File: config.mk
export PLATFORM = sky130hd
export DESIGN_NAME = pmep_top
export DESIGN_NICKNAME = d
export VERILOG_FILES = /design/src/hdl/pmep_pkg.sv /design/src/hdl/pmep_top.sv
export SDC_FILE = /design/constraint.sdc
export NUM_CORES = 1
export LEC_CHECK = 0
export BUFFER_PORTS_ARGS = -buffer_cell sky130_fd_sc_hd__buf_2
export CELL_PAD_IN_SITES_DETAIL_PLACEMENT = 1
export CELL_PAD_IN_SITES_GLOBAL_PLACEMENT = 2
export CORE_MARGIN = 2
export CORE_UTILIZATION = 20
export DETAILED_ROUTE_END_ITERATION = 8
export PLACE_DENSITY_LB_ADDON = 0.1
export SYNTH_ARGS = -nofsm -noshare
export SYNTH_HDL_FRONTEND = slang
export SYNTH_SLANG_ARGS = --single-unit
File: constraint.sdc
create_clock -name ref_clk_i -period 2.51 [get_ports ref_clk_i]
set_input_delay 0.1255 -clock ref_clk_i [delete_from_list [all_inputs] [get_ports ref_clk_i]]
set_output_delay 0.1255 -clock ref_clk_i [all_outputs]
set_load 0.01 [all_outputs]
File: src/hdl/pmep_pkg.sv
// Purpose : shared constants for the power-management event pin block
// Assumes : single 200 MHz clock, asynchronous active-high reset
// Notes   : no register bus; all control bits are plain ports
package pmep_pkg;
  // ****************************************
  // clock and timing
  // ****************************************
  localparam int unsigned CLK_MHZ          = 200;   // clock rate
  localparam int unsigned EXT_REQ_MIN_US   = 32;    // least request width
  // cycles the request must stay low before it counts
  localparam int unsigned EXT_REQ_CYC      = EXT_REQ_MIN_US * CLK_MHZ;
  localparam int unsigned SYNC_STAGES      = 3;     // pin synchroniser depth
  // ****************************************
  // widths and reset values
  // ****************************************
  localparam int unsigned PWR_CTL_W        = 6;     // power-control outputs
  localparam int unsigned DECODE_W         = 32;    // pci address width
  localparam int unsigned NUM_RANGES       = 4;     // access detect ranges
  localparam int unsigned NUM_ASYNC        = 6;     // synchronised inputs
  localparam logic [5:0]  PWR_CTL_RST      = 6'h3F; // all high in reset
  // pin rest levels: pull-ups idle high, the event pin's pull-down idles low
  localparam logic [NUM_ASYNC-1:0] PIN_IDLE = 6'h1F;
  // positions of the synchronised inputs
  localparam int unsigned IN_ACT  = 0;
  localparam int unsigned IN_BTN  = 1;
  localparam int unsigned IN_BAT  = 2;
  localparam int unsigned IN_RING = 3;
  localparam int unsigned IN_EXT  = 4;
  localparam int unsigned IN_EVT  = 5;
  // management interrupt source bits
  localparam int unsigned SRC_W   = 5;
  localparam int unsigned SRC_SW  = 0;
  localparam int unsigned SRC_BTN = 1;
  localparam int unsigned SRC_BAT = 2;
  localparam int unsigned SRC_EXT = 3;
  localparam int unsigned SRC_RNG = 4;
  // resume well states, gray from awake through suspend to wake; wake back to awake flips both bits
  typedef enum logic [1:0] {
    PMEP_AWAKE   = 2'b00,
    PMEP_SUSPEND = 2'b01,
    PMEP_WAKE    = 2'b11
  } pmep_rsm_e;
endpackage : pmep_pkg

File: src/hdl/pmep_top.sv
// Purpose : management interrupt, stop-clock, suspend switch, power-control
//           outputs, wake inputs and peripheral access decode flag
// Assumes : pins are asynchronous; cpu reset/init come from on-chip logic
// Notes   : outputs are all registered; resume well has its own reset
`timescale 1ns/10ps
`default_nettype none

// How it works
// - enabled events pull management interrupt low
// - cpu reset or init forces interrupt negated
// - stop-clock asserts on software or hardware stop, synchronous
// - suspend output switches off non-critical power
// - enabled activity input blocks idle entry
// - enabled button raises management interrupt
// - enabled battery-low raises management interrupt
// - optional: no resume while battery low
// - resume reset clears resume well alone
// - ring indicate wakes suspended system
// - external request low asserts interrupt
// - outside event drives boost and throttle-break
// - pin mode bit, default dma request
// - enabled range match asserts access decode
// - decode flagged even when not target
// - output pin mode bit, default dma ack
module pmep_top
(
  // clock and resets
  input  wire logic                   ref_clk_i,
  input  wire logic                   rst_i,
  input  wire logic                   resume_well_reset_n_i,
  // cpu reset state
  input  wire logic                   cpu_reset_out_i,
  input  wire logic                   cpu_init_i,
  // software controls
  input  wire logic                   sw_mgmt_event_i,
  input  wire logic                   sw_clock_stop_i,
  input  wire logic                   sw_suspend_i,
  input  wire logic                   hw_stop_event_i,
  input  wire logic [pmep_pkg::SRC_W-1:0] src_enable_i,
  input  wire logic                   mgmt_clear_i,
  input  wire logic                   activity_enable_i,
  input  wire logic                   battery_low_n_block_resume_i,
  input  wire logic                   ring_wake_enable_i,
  input  wire logic [pmep_pkg::PWR_CTL_W-1:0] power_ctl_set_i,
  input  wire logic                   disk_oe_mode_i,
  input  wire logic                   disk_out_enable_n_i,
  input  wire logic                   rtc_ale_mode_i,
  input  wire logic                   rtc_addr_latch_en_i,
  input  wire logic                   event_pin_mode_i,
  input  wire logic                   decode_pin_mode_i,
  input  wire logic                   board_dma_ack2_n_i,
  // peripheral access decode
  input  wire logic                   pci_addr_valid_i,
  input  wire logic                   pci_is_io_i,
  input  wire logic [pmep_pkg::DECODE_W-1:0] pci_addr_i,
  input  wire logic [pmep_pkg::DECODE_W-1:0] range_base_i [pmep_pkg::NUM_RANGES],
  input  wire logic [pmep_pkg::DECODE_W-1:0] range_mask_i [pmep_pkg::NUM_RANGES],
  input  wire logic [pmep_pkg::NUM_RANGES-1:0] range_is_io_i,
  input  wire logic [pmep_pkg::NUM_RANGES-1:0] range_enable_i,
  // asynchronous pins
  input  wire logic                   activity_in_n_i,
  input  wire logic                   suspend_button_n_i,
  input  wire logic                   battery_low_n_i,
  input  wire logic                   ring_indicate_n_i,
  input  wire logic                   ext_mgmt_request_n_i,
  input  wire logic                   outside_event_n_i,
  // outputs
  output logic                        mgmt_interrupt_n_o,
  output logic                        cpu_clock_stop_n_o,
  output logic                        suspend_power_off_n_o,
  output logic [pmep_pkg::PWR_CTL_W-1:0] power_ctl_out_o,
  output logic                        access_decode_n_o,
  output logic                        board_dma_req2_o,
  output logic                        clock_boost_event_o,
  output logic                        throttle_break_event_o,
  output logic                        idle_block_o,
  output logic                        wake_request_o,
  output logic [pmep_pkg::SRC_W-1:0]  mgmt_status_o
);
  import pmep_pkg::*;

  // ****************************************
  // helpers
  // ****************************************
  // masked address compare, used for every table entry
  function automatic logic range_hit(input logic [DECODE_W-1:0] a,
                                     input logic [DECODE_W-1:0] b,
                                     input logic [DECODE_W-1:0] m);
    range_hit = ((a ^ b) & m) == '0;
  endfunction : range_hit

  // ****************************************
  // pin synchronisers
  // ****************************************
  logic [NUM_ASYNC-1:0] pins_n;                  // raw pins, active low
  logic [NUM_ASYNC-1:0] s1_q, s2_q, s3_q;        // three-stage chain
  logic [NUM_ASYNC-1:0] stab_q;                  // agreed level, active low
  assign pins_n = {outside_event_n_i, ext_mgmt_request_n_i, ring_indicate_n_i,
                   battery_low_n_i, suspend_button_n_i, activity_in_n_i};
  // chain resets to each pin's rest level so no false edge at release
  always_ff @(posedge ref_clk_i or posedge rst_i) begin
    if (rst_i) begin
      s1_q   <= PIN_IDLE;
      s2_q   <= PIN_IDLE;
      s3_q   <= PIN_IDLE;
      stab_q <= PIN_IDLE;
    end else begin
      s1_q <= pins_n;
      s2_q <= s1_q;
      s3_q <= s2_q;
      // a change counts only when stage two and three agree
      for (int i = 0; i < NUM_ASYNC; i++) begin
        if (s2_q[i] == s3_q[i]) begin
          stab_q[i] <= s3_q[i];
        end
      end
    end
  end

  logic act_l, btn_l, bat_l, ring_l, ext_l, evt_l; // active-high levels
  assign act_l  = ~stab_q[IN_ACT];
  assign btn_l  = ~stab_q[IN_BTN];
  assign bat_l  = ~stab_q[IN_BAT];
  assign ring_l = ~stab_q[IN_RING];
  assign ext_l  = ~stab_q[IN_EXT];
  assign evt_l  = ~stab_q[IN_EVT];

  // ****************************************
  // external request width filter
  // ****************************************
  // the request is armed by a high level but must stay low its full width;
  // shorter glitches are dropped rather than half-taken
  logic [$clog2(EXT_REQ_CYC+1)-1:0] ext_cnt_q;   // low-time counter
  logic ext_armed_q;                             // high level seen, not yet fired
  logic ext_fire;                                // one-cycle event
  assign ext_fire = ext_armed_q && ext_l &&
                    (ext_cnt_q == ($bits(ext_cnt_q))'(EXT_REQ_CYC - 1));

  always_ff @(posedge ref_clk_i or posedge rst_i) begin
    if (rst_i) begin
      ext_cnt_q   <= '0;
      ext_armed_q <= 1'b0;
    end else if (!ext_l) begin
      ext_cnt_q   <= '0;
      ext_armed_q <= 1'b1;                       // high level re-arms
    end else if (ext_armed_q) begin
      if (ext_fire) begin
        ext_armed_q <= 1'b0;
      end else begin
        ext_cnt_q <= ext_cnt_q + 1'b1;
      end
    end
  end
  // ****************************************
  // edge detectors on synchronised levels
  // ****************************************
  logic btn_d_q, bat_d_q;                        // previous levels
  always_ff @(posedge ref_clk_i or posedge rst_i) begin
    if (rst_i) begin
      btn_d_q <= 1'b0;
      bat_d_q <= 1'b0;
    end else begin
      btn_d_q <= btn_l;
      bat_d_q <= bat_l;
    end
  end
  // ****************************************
  // resume well: suspend state and wake
  // ****************************************
  pmep_rsm_e rsm_q;                              // resume-well state
  logic      wake_ok;                            // wake not blocked
  logic      wake_src;                           // any wake cause
  assign wake_ok  = !(battery_low_n_block_resume_i && bat_l);
  assign wake_src = (ring_l && ring_wake_enable_i)
                  || (btn_l && !btn_d_q && src_enable_i[SRC_BTN]);

  // own reset only; pci reset keeps the suspend state but forces suspend_power_off_n_o high while held
  always_ff @(posedge ref_clk_i or negedge resume_well_reset_n_i) begin
    if (!resume_well_reset_n_i) begin
      rsm_q <= PMEP_AWAKE;
    end else begin
      case (rsm_q)
        PMEP_AWAKE:   if (sw_suspend_i) rsm_q <= PMEP_SUSPEND;
        PMEP_SUSPEND: if (wake_src && wake_ok) rsm_q <= PMEP_WAKE;
        PMEP_WAKE:    rsm_q <= PMEP_AWAKE;       // one-cycle wake pulse
        default:      rsm_q <= PMEP_AWAKE;
      endcase
    end
  end

  // ****************************************
  // management interrupt sources
  // ****************************************
  logic [SRC_W-1:0] src_set;                     // this cycle's events
  logic [SRC_W-1:0] stat_q;                      // sticky causes
  logic             cpu_in_reset;
  logic             dec_hit;                     // any enabled match
  assign cpu_in_reset = cpu_reset_out_i || cpu_init_i;
  always_comb begin
    src_set          = '0;
    src_set[SRC_SW]  = sw_mgmt_event_i;
    src_set[SRC_BTN] = btn_l && !btn_d_q;
    src_set[SRC_BAT] = bat_l && !bat_d_q;
    src_set[SRC_EXT] = ext_fire;
    src_set[SRC_RNG] = ring_l && (rsm_q == PMEP_SUSPEND);
    src_set          = src_set & src_enable_i;
  end

  // set beats clear so an event in the clear cycle survives
  always_ff @(posedge ref_clk_i or posedge rst_i) begin
    if (rst_i) begin
      stat_q <= '0;
    end else begin
      stat_q <= (mgmt_clear_i ? '0 : stat_q) | src_set;
    end
  end
  // ****************************************
  // registered outputs
  // ****************************************
  always_ff @(posedge ref_clk_i or posedge rst_i) begin
    if (rst_i) begin
      mgmt_interrupt_n_o    <= 1'b1;
      cpu_clock_stop_n_o    <= 1'b1;
      suspend_power_off_n_o <= 1'b1;
      power_ctl_out_o       <= PWR_CTL_RST;
      access_decode_n_o     <= 1'b1;
    end else begin
      // cpu reset masks the interrupt, causes stay latched
      mgmt_interrupt_n_o <= cpu_in_reset ? 1'b1 : ~|stat_q;
      cpu_clock_stop_n_o <= ~(sw_clock_stop_i || hw_stop_event_i);
      suspend_power_off_n_o <= ~(rsm_q == PMEP_SUSPEND);
      power_ctl_out_o <= power_ctl_set_i;
      if (disk_oe_mode_i) begin
        power_ctl_out_o[5] <= disk_out_enable_n_i;
      end
      if (rtc_ale_mode_i) begin
        power_ctl_out_o[4] <= rtc_addr_latch_en_i;
      end
      // shared pin: decode flag or dma ack, ack after reset
      access_decode_n_o <= decode_pin_mode_i ? ~dec_hit
                                             : board_dma_ack2_n_i;
    end
  end

  // ****************************************
  // peripheral access decode
  // ****************************************
  // target claim is not an input: any matching cycle is flagged
  always_comb begin
    dec_hit = 1'b0;
    for (int r = 0; r < NUM_RANGES; r++) begin
      if (pci_addr_valid_i && range_enable_i[r] &&
          (range_is_io_i[r] == pci_is_io_i) &&
          range_hit(pci_addr_i, range_base_i[r], range_mask_i[r])) begin
        dec_hit = 1'b1;
      end
    end
  end

  // ****************************************
  // event pin, activity and status
  // ****************************************
  always_ff @(posedge ref_clk_i or posedge rst_i) begin
    if (rst_i) begin
      board_dma_req2_o       <= 1'b0;
      clock_boost_event_o    <= 1'b0;
      throttle_break_event_o <= 1'b0;
      idle_block_o           <= 1'b0;
      wake_request_o         <= 1'b0;
      mgmt_status_o          <= '0;
    end else begin
      // mode low (default) routes the pin to the dma request
      board_dma_req2_o       <= !event_pin_mode_i && !evt_l;
      clock_boost_event_o    <= event_pin_mode_i && evt_l;
      throttle_break_event_o <= event_pin_mode_i && evt_l;
      idle_block_o           <= activity_enable_i && act_l;
      wake_request_o         <= (rsm_q == PMEP_WAKE);
      mgmt_status_o          <= stat_q;
    end
  end
endmodule : pmep_top
`default_nettype wire

Yosys cells after proc, flatten, opt, wreduce, memory -nomap -nowiden
Index checks and enable logic that the tools add are counted.

cells by class
  $add $sub $neg = 1
  equal/unequal tests = 16
  muxes and demuxes = 18
  bitwise operators = 19
  reduce and logical (&&, ||, !) cells = 41

operator list
  operator                                                         count
  32-bit bitwise AND                                               4
  32-bit logical NOT                                               4
  32-bit XOR                                                       4
  13-bit two-way mux                                               3
  1-bit logical AND                                                24
  13-bit by 1-bit adder with 13-bit output, second input constant  1
  13-bit == test, second input constant                            1
  1-bit two-way mux                                                11
  1-bit == test                                                    10
  1-bit inverter                                                   9
  2-bit inequality test, second input constant                     3
  5-bit bitwise AND                                                1
  1-bit logical NOT                                                5
  5-bit two-way mux                                                1
  5-bit bitwise OR                                                 1
  5-bit OR reduction                                               1
  2-bit two-way mux                                                2
  2-bit case mux with 2 select lines                               1
  2-bit AND reduction                                              2
  1-bit logical OR                                                 3
  2-bit by 1-bit == test with 1-bit output, second input constant  1
  2-bit == test, second input constant                             1
  2-bit logical NOT                                                1
  2-bit nonzero test                                               1

word-level totals
  flip-flop bits (word level) = 66
  input bits = 335
  output and inout port bits = 20
  word-level logic and storage cells = 120

Longest topological paths before layout
Gate-level depths: netlist of run 1.

  depth in word-level cells = 10
  gate-level depth with buffers = 7
  mapped depth without buffers = 7

Worst setup path after synthesis of run 1
OpenSTA, ideal clock, no wires.

  path kind = flip-flop to flip-flop
  start point = reg ext_cnt_q[9]
  end point = reg ext_cnt_q[7]
  library setup time = 0.132 ns
  arrival = 1.688 ns
  required time = 2.378 ns
  slack = 0.690 ns
  cell stages (with the launch flop) = 7
  buffers on the path = 0
  period minus slack after synthesis = 1.820 ns
  path through = dfrtp_1 -> or3b_4 -> o41ai_4 -> a21oi_2 -> nand4_1 -> xor2_1 -> nor2_1

between the ends
  cells in the longest elaborated chain, start to end = 4

RTL lines
  item                                    RTL line         RTL
  from (decl)                             pmep_top.sv:133  logic [$clog2(EXT_REQ_CYC+1)-1:0] ext_cnt_q;
  from (signal assigned)                  pmep_top.sv:150  ext_cnt_q <= ext_cnt_q + 1'b1;
  13-bit == test                          pmep_top.sv:137  (ext_cnt_q == ($bits(ext_cnt_q))'(EXT_REQ_CYC - 1));
  1-bit logical AND                       pmep_top.sv:136  assign ext_fire = ext_armed_q && ext_l &&
  2-bit inequality test (no source line)  -
  2-bit AND reduction (no source line)    -

No other way between the ends.
A chain may end at the register's enable or synchronous reset.

Worst setup path in the final report of run 1
  start point = reg ext_cnt_q[0]
  end point = reg ext_cnt_q[7]

between the ends
  cells in the longest elaborated chain, start to end = 4
  elaborated cells between the ends (all ways) = 8
  those cells by class = add/sub (1); eq/ne (2); mux (3); reduce/logical (2)

RTL lines
  item                                                                        RTL line
  13-bit by 1-bit adder with 13-bit output or 13-bit == test (tied branches)  pmep_top.sv:150, pmep_top.sv:137
  13-bit two-way mux or 1-bit logical AND (tied branches)                     pmep_top.sv:147, pmep_top.sv:136
  13-bit two-way mux or 2-bit inequality test (tied branches)                 -
  13-bit two-way mux or 2-bit AND reduction (tied branches)                   -

Several ways; a longest one is shown, not always the timed one. The select of a mux whose other input is x is not followed.

==> impl_table.tex, run 1 <==
\begin{tabular}{lr}
\hline
Metric & Value \\
\hline
\multicolumn{2}{l}{\textbf{Min path}} \\
\quad Startpoint of the most critical hold path & sw\_mgmt\_event\_i \\
\quad Min-delay worst type & in2reg \\
\quad Count of cells along the worst hold path & 3 \\
\quad WHS Endpoint & stat\_q[0]\$\_DFF\_PP0\_ \\
\multicolumn{2}{l}{\textbf{Detailed routing}} \\
\quad Final routed wirelength across all metal layers & about 22000 um \\
\quad Per-cell routed wire length & 21.2 um \\
\quad Iteration-0 DRC Markers & 146 \\
\quad Drt pass-1 iters & 4 \\
\quad Vias post-DR & 4575 \\
\quad DRC errors left & 0 \\
\quad Via density per instance & 4.35 \\
\quad Antenna viol nets, final & 0 \\
\multicolumn{2}{l}{\textbf{Timing}} \\
\quad Final hold viol count & 0 \\
\quad Time the worst path needs with I/O delays and setup & $\sim$2000 ps \\
\quad Maximum clock rate & about 500 MHz \\
\quad Number of setup violations in the final report & 0 \\
\quad Share of the clock period used by the worst path & about four fifths \\
\quad Number of pins with negative max-slew slack in the final report & 0 \\
\quad Setup clock skew after layout & $\sim$5.2 ps \\
\quad Final total negative setup slack & 0 ps \\
\quad Min setup slack post-route & 506 ps \\
\quad Unrepaired setup endpoints after global routing & no \\
\quad Slew HR & 59.5\% \\
\quad Worst Max-Slew Pin Slew & 607 ps \\
\multicolumn{2}{l}{\textbf{Synth}} \\
\quad Most used standard cell by instance count after synthesis & sky130\_fd\_sc\_hd\_\_xor2\_1 \\
\quad Synth top area cells & sky130\_fd\_sc\_hd\_\_xor2\_1 (29\%), sky130\_fd\_sc\_hd\_\_dfrtp\_1 (22\%), sky130\_fd\_sc\_hd\_\_dfstp\_2 (19\%), sky130\_fd\_sc\_hd\_\_a22oi\_1 (8.8\%), sky130\_fd\_sc\_hd\_\_nand4\_1 (2.7\%) \\
\quad EDFF count, synth & 0 \\
\quad Synthesized instance count & just under 400 \\
\quad Fraction of synthesis flops using an asynchronous set or reset pin & 100\% \\
\quad Mapped Nets & 722 \\
\quad Synth warn & 0 \\
\quad Most area-hungry cell type in the Yosys netlist & sky130\_fd\_sc\_hd\_\_xor2\_1 \\
\quad Most frequent cells after synthesis & sky130\_fd\_sc\_hd\_\_xor2\_1 (137), sky130\_fd\_sc\_hd\_\_a22oi\_1 (48), sky130\_fd\_sc\_hd\_\_dfrtp\_1 (36) \\
\quad Predominant post-synthesis flop cell & sky130\_fd\_sc\_hd\_\_dfrtp\_1 \\
\quad Distinct cell type count after synthesis & 40 \\
\quad Synthesized cell area & 4100 um2 \\
\quad Synth top area share & 29.2\% \\
\quad Sequential-to-total area share from yosys stat & slightly above 40\% \\
\quad Post-synthesis average cell area & between 10 and 15 um2 \\
\quad Post-synthesis sequential element count & 66 \\
\multicolumn{2}{l}{\textbf{Run}} \\
\quad Max-capacitance violation count & 0 \\
\multicolumn{2}{l}{\textbf{Die}} \\
\quad Die Area & 21700 um2 \\
\quad Height of the die & $\sim$150 um \\
\quad Count of boundary I/O pins & 355 \\
\quad Overall die width & 147 um \\
\quad Row cnt & 52 \\
\quad Starting density of the core & 20.3\% \\
\quad Floorplan core area & $\sim$20000 um2 \\
\multicolumn{2}{l}{\textbf{Global routing}} \\
\quad Pin count of the biggest net entering global routing & 65 \\
\quad Wire length of the first global-routing pass & approximately 32000 um \\
\quad Total global routing overflow & 0 \\
\quad Global routing usage summed across all routing layers & between 20\% and 30\% \\
\quad Number of global-route vias before repair & 5380 \\
\quad Number of antenna violations at the first check in global routing & 12 \\
\multicolumn{2}{l}{\textbf{Pwr}} \\
\quad Worst voltage drop across the vdd grid & 0.264 mV \\
\quad Pwr Density & 470 nW/um2 \\
\quad Leak Pwr & 3.38 nW \\
\multicolumn{2}{l}{\textbf{Clocking}} \\
\quad Post-CTS setup repair buffer count & 0 \\
\quad Cts bufs inserted & 9 \\
\quad Latest clock arrival within the worst-skew pair & 320 ps \\
\quad TritonCTS sink count & 66 \\
\quad TritonCTS clock tree & yes \\
\quad Clock slew at the register clock pins of the worst setup and hold paths & 50 ps \\
\quad Root buffer selected by CTS & sky130\_fd\_sc\_hd\_\_clkbuf\_16 \\
\quad Longest Clk Path Bufs & 2 \\
\quad H-tree Lvls & 3 \\
\multicolumn{2}{l}{\textbf{Final layout}} \\
\quad Fraction of layout instances using a drive strength above 1 & 52.3\% \\
\quad Relative area change from synthesis to final layout & 63.0\% \\
\quad Final-stage net count & 1103 \\
\quad Filler cells & about 2400 \\
\quad Post-route core utilization & 33.2\% \\
\multicolumn{2}{l}{\textbf{Worst setup path}} \\
\quad WP data arrival & about 2200 ps \\
\quad Reg-to-reg endpoint & ext\_cnt\_q[7]\$\_DFFE\_PP0P\_ \\
\quad Slack of the worst reg-to-reg path & slightly above 500 ps \\
\quad Maximum fanout count along the critical path & 7 \\
\quad Origin of the critical flop-to-flop path & ext\_cnt\_q[0]\$\_DFFE\_PP0P\_ \\
\quad Type of the worst setup path & reg2reg \\
\quad R2R cell count & 7 \\
\quad Worst Setup End Kind & flop \\
\quad Type of origin of the critical path & flop \\
\quad Required @ worst endpoint & between 2000 and 3000 ps \\
\multicolumn{2}{l}{\textbf{Status}} \\
\quad Outcome & finished, final reports clean \\
\multicolumn{2}{l}{\textbf{Place}} \\
\quad Number of buffers inserted by port buffering & approximately 350 \\
\quad Worst slack at placement & slightly below 500 ps \\
\quad Final weighted congestion in routability-driven placement & 0.894 \\
\quad Detailed Place HPWL & 19900 um \\
\hline
\end{tabular}
==> cells by family after synthesis <==
logic type               Yosys count  synth area share, %
flip-flops                        66                 41.2
buffers and inverters             15                 1.46
AND/OR/NAND/NOR                   75                 9.61
XOR/XNOR                         143                 30.5
AO/OA/AOI/OAI                     77                 14.7
multiplexers                       3                0.793
adder cells (fa/ha/maj)            7                 1.77
==> routing by layer <==
metal	track usage [%]	wire [um]	vias up
met5	0	0	-
li1	-	-	2162
met3	5.34	1370	26
met4	5.91	412	0
met1	24.5	9280	2187
met2	36.2	11300	200
==> worst max-delay path by stage <==
stage	start	to	slack, ps	cells after the start
4_1_cts	ext_cnt_q[0]$_DFFE_PP0P_	ext_cnt_q[7]$_DFFE_PP0P_	490	7
3_3_place_gp	pci_addr_i[6]	access_decode_n_o$_DFF_PP1_	500	7
6_report	ext_cnt_q[0]$_DFFE_PP0P_	ext_cnt_q[7]$_DFFE_PP0P_	510	7
5_1_grt	ext_cnt_q[0]$_DFFE_PP0P_	ext_cnt_q[7]$_DFFE_PP0P_	350	7
3_5_place_dp	pci_addr_i[6]	access_decode_n_o$_DFF_PP1_	480	7
2_1_floorplan	ext_cnt_q[9]$_DFFE_PP0P_	ext_cnt_q[7]$_DFFE_PP0P_	690	6
==> layout make-up <==
type / count / area [um2] / share of cell area (%)
diodes: 10 / 25.0 / 0.374
clock buffers: 14 / 254 / 3.80
clock inverters: 2 / 12.5 / 0.187
inverters: 12 / 45.0 / 0.674
multi-input cells: 305 / 2350 / 35.2
flip-flops and latches: 66 / 1690 / 25.3
well taps: 270 / 338 / 5.05
repair buffers: 373 / 1970 / 29.5
==> repair_timing <==
action                                 4_1_cts  5_1_grt
resized for setup                            0        0
setup endpoints to repair                    0        0
hold buffers                                17        0
endpoints found under the hold margin       50        0
==> critical path, cell delays in order (launching register included) <==
cell                      delay [ps]
sky130_fd_sc_hd__dfrtp_1         390
sky130_fd_sc_hd__ha_1            190
sky130_fd_sc_hd__nand3_1         180
sky130_fd_sc_hd__o41ai_4         610
sky130_fd_sc_hd__a21oi_2         170
sky130_fd_sc_hd__nand4_1         130
sky130_fd_sc_hd__xor2_1          150
sky130_fd_sc_hd__nor2_1           70
==> flip-flops by register name, summed over array words and instances (netlist names), 2 cells and up <==
signal / cells
s2_q: 6
mgmt_status_o: 5
stat_q: 5
ext_cnt_q: 13
rsm_q: 2
stab_q: 6
power_ctl_out_o: 6
s1_q: 6
s3_q: 6
==> cell usage in the layout, fill, tap and decap left out, types with 2 or more instances in the layout <==
master	count
sky130_fd_sc_hd__clkbuf_16	9
sky130_fd_sc_hd__o21ai_0	3
sky130_fd_sc_hd__or4_1	2
sky130_fd_sc_hd__a22o_1	4
sky130_fd_sc_hd__nor2b_1	3
sky130_fd_sc_hd__buf_2	354
sky130_fd_sc_hd__a21oi_1	4
sky130_fd_sc_hd__dlygate4sd3_1	17
sky130_fd_sc_hd__a222oi_1	4
sky130_fd_sc_hd__dfstp_2	30
sky130_fd_sc_hd__nor2_1	18
sky130_fd_sc_hd__diode_2	10
sky130_fd_sc_hd__a22oi_1	48
sky130_fd_sc_hd__dfrtp_1	36
sky130_fd_sc_hd__inv_1	11
sky130_fd_sc_hd__nor4_1	3
sky130_fd_sc_hd__xor2_1	137
sky130_fd_sc_hd__clkbuf_1	4
sky130_fd_sc_hd__o21ai_1	2
sky130_fd_sc_hd__nand2b_1	2
sky130_fd_sc_hd__maj3_1	6
sky130_fd_sc_hd__mux2_2	2
sky130_fd_sc_hd__a221oi_1	5
sky130_fd_sc_hd__nand3_1	9
sky130_fd_sc_hd__nand2_1	13
sky130_fd_sc_hd__nand4_1	18
sky130_fd_sc_hd__xnor2_1	6
==> through the flow <==
stage	hold slack [ps]	cell area, um2	std cells	total power [mW]
floorplan	-170	4100	386	1.54
global placement	-89.3	6220	1009	2.02
detailed placement	-83.6	6220	1009	2.04
CTS	0.568	6660	1042	3.20
global route	16.0	6680	1051	3.33
finish	11.8	6690	1052	3.14
==> report_power, final <==
group,total (mW),internal (mW),switching [mW]
registers,1.21,1.17,0.0394
clock network,1.11,0.694,0.412
logic,0.826,0.411,0.414
(Power assumes the default switching activity.)
==> run 2, diff against run 1 <==
--- a/config.mk
+++ b/config.mk
@@ -5,11 +5,12 @@
 export SDC_FILE = /design/constraint.sdc
 export NUM_CORES = 1
 export LEC_CHECK = 0
+export ABC_AREA = 1
 export BUFFER_PORTS_ARGS = -buffer_cell sky130_fd_sc_hd__buf_2
 export CELL_PAD_IN_SITES_DETAIL_PLACEMENT = 1
 export CELL_PAD_IN_SITES_GLOBAL_PLACEMENT = 2
 export CORE_MARGIN = 2
-export CORE_UTILIZATION = 20
+export CORE_UTILIZATION = 18
 export DETAILED_ROUTE_END_ITERATION = 8
 export PLACE_DENSITY_LB_ADDON = 0.1
 export SYNTH_ARGS = -nofsm -noshare
==> constraint.sdc (replaced) <==
create_clock -name ref_clk_i -period 1.7 [get_ports ref_clk_i]
set_input_delay 0.085 -clock ref_clk_i [delete_from_list [all_inputs] [get_ports ref_clk_i]]
set_output_delay 0.085 -clock ref_clk_i [all_outputs]
set_load 0.01 [all_outputs]
==> run 2 against run 1 <==
  * Critical path depth increased by 3
  * Register-to-register slack got worse by 370 ps
  * Final area increased by 21%
  * Total power increased by 49%
  * Die area increased by 37%
  * Non-clock buffer count increased by 32
  * Largest power group unchanged
  * Highest routed layer is now met5
==> impl_table.tex, run 2 <==
\begin{tabular}{lr}
\hline
Metric & Value \\
\hline
\multicolumn{2}{l}{\textbf{Status}} \\
\quad Outcome & finished, final reports clean \\
\multicolumn{2}{l}{\textbf{Worst setup path}} \\
\quad Required @ worst endpoint & a little under 2000 ps \\
\quad Type of origin of the critical path & flop \\
\quad Type of the worst setup path & reg2reg \\
\quad Worst Setup End Kind & flop \\
\quad WP data arrival & 1810 ps \\
\quad Crit-path max cell delay & 360 ps \\
\quad Cell breakdown of the critical path & ha\_1 -> nand2\_1 -> nor2\_4 -> nand2\_2 -> inv\_2 -> nand4\_4 -> nand2\_4 -> nand2\_8 -> buf\_4 -> o21ai\_2 \\
\quad Maximum fanout count along the critical path & 14 \\
\quad Count of buffer and inverter cells on the critical path & 2 \\
\quad Dominant delay contributor by cell family on the critical path & simple AND/OR/NAND/NOR gates \\
\quad Slowest CP cell & sky130\_fd\_sc\_hd\_\_dfrtp\_1 \\
\multicolumn{2}{l}{\textbf{Final layout}} \\
\quad Total non-filler cell area in the finished layout & 8070 um2 \\
\quad Filler cells & 3677 \\
\quad Most common cell after layout, fill and taps aside & sky130\_fd\_sc\_hd\_\_buf\_2 \\
\quad Relative area change from synthesis to final layout & 58.7\% \\
\quad Post-route core utilization & 29.1\% \\
\quad Fraction of layout instances using a drive strength above 1 & 38.1\% \\
\quad Multi-input logic area & 2860 um2 \\
\quad Flip-flop count of the largest register, all copies and words added & 13 \\
\quad Final-stage net count & 1558 \\
\quad Biggest register & ext\_cnt\_q \\
\quad Area of all sequential standard cells & 1690 um2 \\
\quad Commonest non-fill, non-tap cells in the layout & sky130\_fd\_sc\_hd\_\_buf\_2 (354), sky130\_fd\_sc\_hd\_\_nand2\_1 (284), sky130\_fd\_sc\_hd\_\_inv\_1 (133), sky130\_fd\_sc\_hd\_\_nand3\_1 (107), sky130\_fd\_sc\_hd\_\_nor2\_1 (85) \\
\multicolumn{2}{l}{\textbf{Place}} \\
\quad Final weighted congestion in routability-driven placement & 0.782 \\
\quad Detailed Place HPWL & between 20000 and 25000 um \\
\quad DP Area & 7460 um2 \\
\quad Number of buffers inserted by port buffering & roughly 350 \\
\multicolumn{2}{l}{\textbf{Clocking}} \\
\quad Cts bufs inserted & 9 \\
\quad TritonCTS clock tree & yes \\
\quad Latest clock arrival within the worst-skew pair & roughly 330 ps \\
\quad TritonCTS sink count & 66 \\
\quad Clock slew at the register clock pins of the worst setup and hold paths & roughly 50 ps \\
\quad Root buffer selected by CTS & sky130\_fd\_sc\_hd\_\_clkbuf\_16 \\
\quad H-tree Lvls & 3 \\
\quad Longest Clk Path Bufs & 2 \\
\multicolumn{2}{l}{\textbf{Detailed routing}} \\
\quad Per-cell routed wire length & 14.2 um \\
\quad Antenna viol nets, final & 0 \\
\quad Iteration-0 DRC Markers & 164 \\
\quad Vias post-DR & 6477 \\
\quad Final routed wirelength across all metal layers & 22900 um \\
\quad Via density per instance & 4.02 \\
\quad DRC errors left & 0 \\
\quad Drt pass-1 iters & 4 \\
\multicolumn{2}{l}{\textbf{Global routing}} \\
\quad Pin count of the biggest net entering global routing & 65 \\
\quad Number of global-route vias before repair & between 6000 and 7000 \\
\quad Wire length of the first global-routing pass & 35100 um \\
\quad Number of antenna violations at the first check in global routing & 9 \\
\quad Total global routing overflow & 0 \\
\quad Global routing usage summed across all routing layers & $\sim$15\% \\
\multicolumn{2}{l}{\textbf{Die}} \\
\quad Floorplan core area & 27800 um2 \\
\quad Row cnt & 61 \\
\quad Die Area & 29600 um2 \\
\quad Height of the die & 172 um \\
\quad Overall die width & 172 um \\
\quad Count of boundary I/O pins & around 360 \\
\quad Starting density of the core & 18.3\% \\
\multicolumn{2}{l}{\textbf{Synth}} \\
\quad Most area-hungry cell type in the Yosys netlist & sky130\_fd\_sc\_hd\_\_nand2\_1 \\
\quad Post-synthesis sequential element count & 66 \\
\quad Distinct cell type count after synthesis & 31 \\
\quad Post-synthesis average cell area & 6.27 um2 \\
\quad Mapped Nets & 1147 \\
\quad Synthesized instance count & 811 \\
\quad Synth top area cells & sky130\_fd\_sc\_hd\_\_nand2\_1 (21\%), sky130\_fd\_sc\_hd\_\_dfrtp\_1 (18\%), sky130\_fd\_sc\_hd\_\_dfstp\_2 (16\%), sky130\_fd\_sc\_hd\_\_nand3\_1 (11\%), sky130\_fd\_sc\_hd\_\_inv\_1 (9.9\%) \\
\quad Synth top area share & 21.0\% \\
\quad EDFF count, synth & 0 \\
\quad Predominant post-synthesis flop cell & sky130\_fd\_sc\_hd\_\_dfrtp\_1 \\
\quad Synth warn & 0 \\
\quad Synthesized cell area & about 5100 um2 \\
\quad Most frequent cells after synthesis & sky130\_fd\_sc\_hd\_\_nand2\_1 (284), sky130\_fd\_sc\_hd\_\_inv\_1 (134), sky130\_fd\_sc\_hd\_\_nand3\_1 (107) \\
\quad Most used standard cell by instance count after synthesis & sky130\_fd\_sc\_hd\_\_nand2\_1 \\
\quad Fraction of synthesis flops using an asynchronous set or reset pin & between 90\% and 100\% \\
\quad Sequential-to-total area share from yosys stat & 33.2\% \\
\multicolumn{2}{l}{\textbf{Timing}} \\
\quad Slew HR & between 70\% and 80\% \\
\quad Number of pins with negative max-slew slack in the final report & 0 \\
\quad Maximum clock rate & about 640 MHz \\
\quad Unrepaired setup endpoints after global routing & yes \\
\quad Number of setup violations in the final report & 0 \\
\quad Share of the clock period used by the worst path & about 92\% \\
\quad Hold slack & 4.19 ps \\
\quad Time the worst path needs with I/O delays and setup & 1560 ps \\
\quad Final hold viol count & 0 \\
\quad Worst Max-Slew Pin Slew & approximately 340 ps \\
\quad Setup clock skew after layout & 6.58 ps \\
\multicolumn{2}{l}{\textbf{Pwr}} \\
\quad Pwr Density & 579 nW/um2 \\
\quad Power Total & 4.68 mW \\
\quad Leak Pwr & between 4 and 5 nW \\
\quad Worst voltage drop across the vdd grid & approximately 0.39 mV \\
\multicolumn{2}{l}{\textbf{Run}} \\
\quad Max-capacitance violation count & 0 \\
\multicolumn{2}{l}{\textbf{Min path}} \\
\quad Min-delay worst type & in2reg \\
\hline
\end{tabular}
run 2: cell types whose count changed after synthesis, sizes merged, moves of 5 or more:
cell | before | now
nor2 | 18 | 87
nand3 | 9 | 107
a22oi | 48 | 0
xor2 | 137 | 17
or2 | 0 | 29
inv | 12 | 137
o31ai | 1 | 6
nand2 | 13 | 288
a221oi | 5 | 0
o21ai | 5 | 24
run 2: per-layer routing:
metal,GRT usage [%],up-vias,part of all wire (%)
met3,5.10,25,8.4
li1,-,3351,-
met5,0,-,0.20
met2,29.4,213,51
met1,16.6,2882,40
met4,2.92,6,1.1
run 2: final timing paths:
check	from	to	slack, ps	cells after the start
worst max-delay path	ext_cnt_q[1]$_DFFE_PP0P_	ext_cnt_q[8]$_DFFE_PP0P_	140	10
worst min-delay path	src_enable_i[1]	stat_q[1]$_DFF_PP0_	4	3
worst max register to register	ext_cnt_q[1]$_DFFE_PP0P_	ext_cnt_q[8]$_DFFE_PP0P_	140	10
worst min register to register	s1_q[4]$_DFF_PP1_	s2_q[4]$_DFF_PP1_	350	0
max in group asynchronous	rst_i	stab_q[4]$_DFFE_PP1N_	1010	4
min in group asynchronous	resume_well_reset_n_i	rsm_q[0]$_DFFE_PN0P_	100	2
run 2: what timing repair did:
item | in CTS | in global routing
setup endpoints to repair | 0 | 7
buffers inserted | 0 | 0
hold buffers | 31 | 0
resized for setup | 0 | 3
endpoints found under the hold margin | 60 | 0
run 2: cell families after synthesis:
logic type	after synthesis	share of synthesized area, %
XOR/XNOR	19	3.27
multiplexers	2	0.443
AND/OR/NAND/NOR	537	46.3
buffers and inverters	142	10.7
adder cells (fa/ha/maj)	7	1.43
AO/OA/AOI/OAI	38	4.68
flip-flops	66	33.2
run 2: cell type report:
class                      instances  share of cell area, %
multi-input combinational        603                   35.4
timing repair buffer             405                   27.9
sequential                        66                   20.9
inverter                         137                   6.40
tap                              378                   5.86
clock buffer                      11                   2.88
clock inverter                     5                  0.388
antenna                            8                  0.248
run 2: metrics by stage:
step           setup TNS, ps  instances  setup slack, ps
2_1_floorplan              0        811             66.5
3_3_place_gp               0       1558              158
3_5_place_dp               0       1558             87.6
4_1_cts                    0       1605             75.7
5_1_grt                -2.22       1611            -2.22
6_report                   0       1613              139
run 2: worst register-to-register path: stages, from the launching register on:
cell	delay (ps)
sky130_fd_sc_hd__dfrtp_1	360
sky130_fd_sc_hd__ha_1	180
sky130_fd_sc_hd__nand2_1	100
sky130_fd_sc_hd__nor2_4	100
sky130_fd_sc_hd__nand2_2	70
sky130_fd_sc_hd__inv_2	70
sky130_fd_sc_hd__nand4_4	120
sky130_fd_sc_hd__nand2_4	120
sky130_fd_sc_hd__nand2_8	100
sky130_fd_sc_hd__buf_4	160
sky130_fd_sc_hd__o21ai_2	100
run 2: power by group:
part / internal, mW / total (mW) / switching [mW]
logic: 0.623 / 1.26 / 0.640
registers: 1.73 / 1.79 / 0.0606
clock network: 0.980 / 1.63 / 0.647
